## src/bmvs_defines.vh

```
// Purpose: constants for the buck mode and output-select control
// Assumes: core_clk at 100 MHz
// Notes:   codes for output target and mode states
`ifndef BMVS_DEFINES_VH
`define BMVS_DEFINES_VH
`define BMVS_CLK_PERIOD_NS   10
`define BMVS_VSEL_3V3        2'h0
`define BMVS_VSEL_5V0        2'h1
`define BMVS_VSEL_5V35       2'h2
`define BMVS_VSEL_12V0       2'h3
`define BMVS_ENTRY_CYCLES    2'h3
`define BMVS_COMP_HI_NS      200
`define BMVS_COMP_HI_CYCLES  ((`BMVS_COMP_HI_NS + `BMVS_CLK_PERIOD_NS - 1) / `BMVS_CLK_PERIOD_NS)
`define BMVS_SS_INT_MS       7
`define BMVS_SS_INT_DIV      10
`define BMVS_SS_INT_CYCLES   ((`BMVS_SS_INT_MS * 1000000 / `BMVS_SS_INT_DIV) / `BMVS_CLK_PERIOD_NS)
`define BMVS_ST_PWM          2'h0
`define BMVS_ST_LP_SW        2'h1
`define BMVS_ST_LP_IDLE      2'h2
`define BMVS_FSEL_INT        2'h0
`define BMVS_FSEL_RES        2'h1
`define BMVS_FSEL_EXT        2'h2
`endif

```

## src/bmvs_ctrl.v

```verilog
// Purpose: output-select strap latch and light-load mode control
// Assumes: reset is power-up or re-enable; inputs synchronous
// Notes:   analog loop, ramp and oscillator live outside
`timescale 1ns/1ns
`include "bmvs_defines.vh"
// How it works
// - Straps decode: 00=3.3V, 01=5.0V, 10=5.35V, 11=12.0V.
// - Straps sampled once after power-up; later changes ignored.
// - Select pin low lets the block enter low-power mode.
// - Select pin high keeps forced regulation mode always.
// - Enter low-power after three cycles of all entry conditions.
// - Leave low-power on overvoltage or error high for 200 ns.
// - Below 97% in low-power, switch with 600 mA peak limit.
// - At 103% stop switching until below 97% again.
// - Soft-start tied high is 0.7 ms; capacitor lengthens it.
// - Frequency by internal, resistor 400k-2.4M, or external clock.
// - During soft-start ignore select pin, stay in regulation.
module bmvs_ctrl #(
    parameter [19:0] SS_CYCLES = `BMVS_SS_INT_CYCLES
) (
    // Clock and reset
    input  wire       core_clk,
    input  wire       sys_rst,
    // Straps and pins
    input  wire       vout_strap_a,
    input  wire       vout_strap_b,
    input  wire       light_load_select_pin,
    input  wire       ssTiedHigh,
    input  wire       fsetTiedHigh,
    input  wire       syncClkPresent,
    // Analog comparator flags
    input  wire       ssRampDone,
    input  wire       voutAbove103,
    input  wire       voutBelow97,
    input  wire       overVoltage,
    input  wire       compBelow0p50,
    input  wire       compAbove0p55,
    // Outputs
    output reg  [1:0] voutSel_q,
    output reg        voutSelValid_q,
    output reg        low_power_state_q,
    output reg        lpSwitchEn_q,
    output reg        peakLimit600mA_q,
    output reg        softStartDone_q,
    output reg  [1:0] freqSrc_q
);
    wire [5:0] flagSync;
    wire       ssDone;
    reg  [1:0] state_q;
    reg  [1:0] state_d;
    reg  [1:0] entryCnt_q;
    reg  [1:0] entryCnt_d;
    reg  [7:0] compHiCnt_q;
    reg  [7:0] compHiCnt_d;
    wire       sAbove103;
    wire       sBelow97;
    wire       sOv;
    wire       sCompLo;
    wire       sCompHi;
    wire       lpAllowed;
    wire       entryOk;
    wire       exitLp;

    bmvs_sync2 #(
        .W(6)
    ) uSync (
        .core_clk (core_clk),
        .sys_rst  (sys_rst),
        .flagIn   ({ssRampDone, voutAbove103, voutBelow97,
                    overVoltage, compBelow0p50, compAbove0p55}),
        .flagOut  (flagSync)
    );

    bmvs_softstart #(
        .SS_CYCLES(SS_CYCLES)
    ) uSoft (
        .core_clk   (core_clk),
        .sys_rst    (sys_rst),
        .ssTiedHigh (ssTiedHigh),
        .ssDoneExt  (flagSync[5]),
        .ssDone_q   (ssDone)
    );

    assign sAbove103 = flagSync[4];
    assign sBelow97  = flagSync[3];
    assign sOv       = flagSync[2];
    assign sCompLo   = flagSync[1];
    assign sCompHi   = flagSync[0];

    always @(posedge core_clk) begin
        if (sys_rst) begin
            voutSel_q      <= `BMVS_VSEL_3V3;
            voutSelValid_q <= 1'b0;
        end else if (!voutSelValid_q) begin
            voutSelValid_q <= 1'b1;
            case ({vout_strap_a, vout_strap_b})
                2'h0:    voutSel_q <= `BMVS_VSEL_3V3;
                2'h1:    voutSel_q <= `BMVS_VSEL_5V0;
                2'h2:    voutSel_q <= `BMVS_VSEL_5V35;
                default: voutSel_q <= `BMVS_VSEL_12V0;
            endcase
        end
    end

    assign lpAllowed = ssDone && !light_load_select_pin;

    // Window between +3% and overvoltage, error low
    assign entryOk = lpAllowed && sAbove103 && !sOv && sCompLo;

    assign exitLp = sOv ||
        (sCompHi && compHiCnt_q >= `BMVS_COMP_HI_CYCLES - 1);

    always @* begin
        state_d     = state_q;
        entryCnt_d  = 2'h0;
        compHiCnt_d = 8'h00;
        case (state_q)
            `BMVS_ST_PWM: begin
                if (entryOk) begin
                    entryCnt_d = entryCnt_q + 2'h1;
                    if (entryCnt_q == `BMVS_ENTRY_CYCLES - 2'h1)
                        state_d = sBelow97 ? `BMVS_ST_LP_SW
                                           : `BMVS_ST_LP_IDLE;
                end
            end
            `BMVS_ST_LP_SW, `BMVS_ST_LP_IDLE: begin
                if (sCompHi && compHiCnt_q != 8'hFF)
                    compHiCnt_d = compHiCnt_q + 8'h01;
                if (exitLp || !lpAllowed) begin
                    state_d = `BMVS_ST_PWM;
                end else if (state_q == `BMVS_ST_LP_SW) begin
                    if (sAbove103)
                        state_d = `BMVS_ST_LP_IDLE;
                end else if (sBelow97) begin
                    state_d = `BMVS_ST_LP_SW;
                end
            end
            default: state_d = `BMVS_ST_PWM;
        endcase
    end

    always @(posedge core_clk) begin
        if (sys_rst) begin
            state_q           <= `BMVS_ST_PWM;
            entryCnt_q        <= 2'h0;
            compHiCnt_q       <= 8'h00;
            low_power_state_q <= 1'b0;
            lpSwitchEn_q      <= 1'b0;
            peakLimit600mA_q  <= 1'b0;
            softStartDone_q   <= 1'b0;
            freqSrc_q         <= `BMVS_FSEL_INT;
        end else begin
            state_q           <= state_d;
            entryCnt_q        <= entryCnt_d;
            compHiCnt_q       <= compHiCnt_d;
            low_power_state_q <= state_d != `BMVS_ST_PWM;
            lpSwitchEn_q      <= state_d == `BMVS_ST_LP_SW;
            peakLimit600mA_q  <= state_d == `BMVS_ST_LP_SW;
            softStartDone_q   <= ssDone;
            if (syncClkPresent)
                freqSrc_q <= `BMVS_FSEL_EXT;
            else if (fsetTiedHigh)
                freqSrc_q <= `BMVS_FSEL_INT;
            else
                freqSrc_q <= `BMVS_FSEL_RES;
        end
    end
endmodule

```

## src/bmvs_softstart.v

```verilog
// Purpose: soft-start timer, internal fixed or external capacitor
// Assumes: ssDoneExt is a synchronised comparator flag
// Notes:   long count is a parameter so simulation can shorten it
`timescale 1ns/1ns
`include "bmvs_defines.vh"
module bmvs_softstart #(
    parameter [19:0] SS_CYCLES = `BMVS_SS_INT_CYCLES
) (
    // Clock and reset
    input  wire core_clk,
    input  wire sys_rst,
    // Control
    input  wire ssTiedHigh,
    input  wire ssDoneExt,
    output reg  ssDone_q
);
    reg [19:0] count_q;
    always @(posedge core_clk) begin
        if (sys_rst) begin
            count_q  <= 20'h00000;
            ssDone_q <= 1'b0;
        end else if (!ssDone_q) begin
            if (ssTiedHigh) begin
                if (count_q >= SS_CYCLES - 20'h00001)
                    ssDone_q <= 1'b1;
                count_q <= count_q + 20'h00001;
            end else if (ssDoneExt) begin
                ssDone_q <= 1'b1;
            end
        end
    end
endmodule

```

## src/bmvs_sync2.v

```verilog
// Purpose: two-flop synchroniser, one per comparator flag
// Assumes: flags are slow analog levels
// Notes:   first stage is read only by the second stage
`timescale 1ns/1ns
module bmvs_sync2 #(
    parameter W = 8
) (
    // Clock and reset
    input  wire         core_clk,
    input  wire         sys_rst,
    // Flags
    input  wire [W-1:0] flagIn,
    output wire [W-1:0] flagOut
);
    reg [W-1:0] stage1_q;
    reg [W-1:0] stage2_q;
    genvar i;
    generate
        for (i = 0; i < W; i = i + 1) begin : gBit
            always @(posedge core_clk) begin
                if (sys_rst) begin
                    stage1_q[i] <= 1'b0;
                    stage2_q[i] <= 1'b0;
                end else begin
                    stage1_q[i] <= flagIn[i];
                    stage2_q[i] <= stage1_q[i];
                end
            end
        end
    endgenerate
    assign flagOut = stage2_q;
endmodule
```

## config.mk

```make
export PLATFORM = sky130hd
export DESIGN_NAME = bmvs_ctrl
export DESIGN_NICKNAME = d
export VERILOG_FILES = /design/src/bmvs_ctrl.v /design/src/bmvs_softstart.v /design/src/bmvs_sync2.v
export VERILOG_INCLUDE_DIRS = /design/src
export SDC_FILE = /design/constraint.sdc
export NUM_CORES = 1
export LEC_CHECK = 0
export BUFFER_PORTS_ARGS = -buffer_cell sky130_fd_sc_hd__clkbuf_2
export CAP_MARGIN = 40
export CORE_UTILIZATION = 50
export DETAILED_ROUTE_END_ITERATION = 8
export GPL_TIMING_DRIVEN = 1
export MAX_ROUTING_LAYER = met4
export PLACE_DENSITY_LB_ADDON = 0.3
export RECOVER_POWER = 25
export SLEW_MARGIN = 20
export SYNTH_ARGS = -nofsm -noshare
export SYNTH_HDL_FRONTEND = slang
export SYNTH_HIERARCHICAL = 1
export SYNTH_SLANG_ARGS = --single-unit
```

## constraint.sdc

```tcl
create_clock -name core_clk -period 3.3 [get_ports core_clk]
set_clock_uncertainty 0.1 [all_clocks]
set_input_delay 0.165 -clock core_clk [delete_from_list [all_inputs] [get_ports core_clk]]
set_output_delay 0.165 -clock core_clk [all_outputs]
set_load 0.05 [all_outputs]
```

==> flow_metrics.env <==
export IMPL_fp_dieW_um=68.80
export IMPL_synth_area_leaders="dfxtp_1 (48%), nor2_1 (4.7%), xor2_1 (3.9%)"
export IMPL_crit_required_ns=3.40
export IMPL_syn_area_per_cell_um2=9.742
export IMPL_path_cells="dlygate4sd3_1, clkbuf_1, buf_4, nor3_1, dlygate4sd3_1"
export IMPL_routed_wl_mm=3.869
export IMPL_first_pass_iters=6
export IMPL_reg2reg_setup_slack_ns=1.49
export IMPL_worstSkewPairLatency_ns=0.30
export IMPL_final_util_pct=61.65
export IMPL_synth_most_common_cell="dfxtp_1"
export IMPL_n_fill_cell=377
export IMPL_placed_area_um2=2359
export IMPL_cp_end_kind="flop"
export IMPL_synth_edf_count=0
export IMPL_ys_top_cells_by_count="dfxtp_1 (53), nor2_1 (28), a21oi_1 (12), nand3_1 (12), xor2_1 (10)"
export IMPL_cts_tree="done"
export IMPL_final_max_slew_viol_count=0
export IMPL_hold_viol=0
export IMPL_cp_common_cell="dlygate4sd3_1"
export IMPL_grt_util_all_layers_pct=18.30
export IMPL_root_buffer="clkbuf_8"
export IMPL_ys_seq_area_share_pct=47.56
export IMPL_final_area_um2=2555
export IMPL_initialDrtViolationCount=106
export IMPL_power_total_mw=1.090
export IMPL_dieArea_um2=4733
export IMPL_areaGrowthSynthToFinish_pct=14.53
export IMPL_grt_pass1_vias=1509
export IMPL_num_antenna_cells=0
export IMPL_critPathKind="input port to flop"
export IMPL_maxSlewHeadroom_pct=60.31
export IMPL_drc=0
export IMPL_setup_tns_ns=0
export IMPL_r2r_start="uSoft/ssDone_q"
export IMPL_yosysWarnings=6
export IMPL_design_portCount=23
export IMPL_synth_ff_type="dfxtp_1"
export IMPL_ant_nets=0
export IMPL_syn_instance_count=229
export IMPL_cts_buffers=5
export IMPL_cp_arrival_ns=1.91
export IMPL_hpwl_mm=2.610
export IMPL_min_period_ns=1.806
export IMPL_critPathLaunch="sys_rst"
export IMPL_ff2ff_path_depth=4
export IMPL_ir_drop_mv=0.2455
export IMPL_worstHoldStart="ssTiedHigh"
export IMPL_clockBufferDepth=2
export IMPL_min_path_cells=3
export IMPL_critPathSlowestCell="dlygate4sd3_1"
export IMPL_hold_path_class="input port to flop"
export IMPL_coreArea_um2=4144
export IMPL_clock_sinks=53
export IMPL_synth_fp_nets=249
export IMPL_core_rowCount=23
export IMPL_fin_nets=283
export IMPL_io_buffers=22
export IMPL_grt_max_degree=43
export IMPL_p_leak_nw=0.9841
export IMPL_wl_per_cell_um=12.32
export IMPL_synth_cell_type_count=42
export IMPL_yosysTopAreaCell="dfxtp_1"
export IMPL_rsz0062_at_grt="no"
export IMPL_postCtsSetupBuffers=0
export IMPL_path_clk_slew_ns=0.09
export IMPL_whs_ns=0.1033
export IMPL_synth_seq_cells=53
export IMPL_slowest_delay_ns=0.57
export IMPL_antenna_found_initial=0
export IMPL_gp_congestion=0.7810
export IMPL_worst_pin_slew_ns=0.5980
export IMPL_holdPathEnd="uSoft/ssDone_q"
export IMPL_r2r_end="uSoft/count_q[16]"
export IMPL_finalSetupViolCount=0
export IMPL_period_share_pct=54.73
export IMPL_worstPathMaxFanout=42
export IMPL_start_util_pct=53.83
export IMPL_overflow=0
export IMPL_powerDensity_nw_per_um2=426.6
export IMPL_yosysTopAreaCellShare_pct=47.56
export IMPL_via_per_inst=5.373
export IMPL_final_layout_size_suffix_gt1_share_pct=15.15
export IMPL_htree_levels=2
export IMPL_vias=1687
export IMPL_grt_pass1_wl_mm=6.223
export IMPL_status="complete, no violations"
export IMPL_die_h_um=68.80
export IMPL_syn_area_um2=2231
export IMPL_max_cap_violations=0
export IMPL_synth_async_reset_ratio_pct=0
export IMPL_critPathLaunchType="input port"
export IMPL_fmax_mhz=553.7
-- timing repair --
action,CTS,global route
hold buffers,12,0
hold endpoints to repair,11,0
resized for setup,0,0
-- routing by layer --
metal  wire [um]  global-route usage [%]  vias up
li1            -                       -      864
met1        1923                   22.19      772
met2        1715                   29.04       47
met3         185                   4.934        4
met4          44                   6.888        0
met5           0                       -        -
-- how the worst max path moves through the flow --
stage / endpoint / depth (start not counted)
2_1_floorplan: peakLimit600mA_q / 5
3_3_place_gp: uSoft/count_q[16] / 4
3_5_place_dp: uSoft/count_q[18] / 4
4_1_cts: freqSrc_q[0] / 5
5_1_grt: freqSrc_q[0] / 5
6_report: freqSrc_q[0] / 5
-- state kept, by name, summed over array words and instances (netlist names), 2 cells and up --
register,flops
uSoft/count_q,20
compHiCnt_q,8
uSync/flagOut,6
uSync/stage1_q,6
entryCnt_q,2
freqSrc_q,2
state_q,2
voutSel_q,2
-- cell usage in the layout, fill, tap and decap left out, types with 3 or more instances in the layout --
cell type	synthesis	final
o21ai_1	8	8
nand3_1	12	12
nor2b_1	3	3
dlygate4sd3_1	0	12
clkbuf_8	0	5
clkbuf_2	0	13
and4_1	3	3
and3_1	4	4
clkbuf_1	4	10
xnor2_1	7	7
nor2_1	28	28
dfxtp_1	53	53
nand2_1	9	9
nand4_1	6	6
inv_1	7	7
or3_1	8	8
xor2_1	10	10
mux2i_1	3	3
a21oi_1	12	12
nor2b_2	8	8
ha_1	6	6
nor3_1	7	7
-- cell families after synthesis --
logic type	share of synthesized area, %
and+or+nand+nor	27.71
DFF	47.56
AOI/OAI and AO/OA	9.815
xor gates and xnor gates	6.674
buffers and inverters	3.533
adders and majority gates	3.365
muxes	1.346
-- area by class of cell --
| type | count | area (um^2) | share of cell area (%) |
|---|---|---|---|
| Clock inverter | 2 | 15.01 | 0.5877 |
| Tap cell | 50 | 62.56 | 2.449 |
| Multi-Input combinational cell | 161 | 1091 | 42.70 |
| Timing Repair Buffer | 35 | 226.5 | 8.864 |
| Clock buffer | 6 | 72.57 | 2.840 |
| Inverter | 7 | 26.28 | 1.028 |
| Sequential cell | 53 | 1061 | 41.53 |
-- stage by stage --
| stage | setup WS, ns | instances |
|---|---|---|
| final | 1.494 | 314 |
| after global routing | 1.380 | 314 |
| after CTS | 1.511 | 314 |
| after detailed placement | 1.524 | 294 |
| after global placement | 1.597 | 294 |
| after floorplan | 1.732 | 229 |
-- power breakdown --
group          switching [mW]  internal (mW)  total, mW
Sequential            0.00731          0.653      0.661
Combinational          0.0397         0.0327     0.0725
Clock                   0.207          0.150      0.357
-- critical path, delay by kind of cell --
family / cells / cell delay (ns)
buffers and inverters: 4 / 1.64
and+or+nand+nor: 1 / 0.09
No activity file was read; power rests on OpenSTA's default activity.
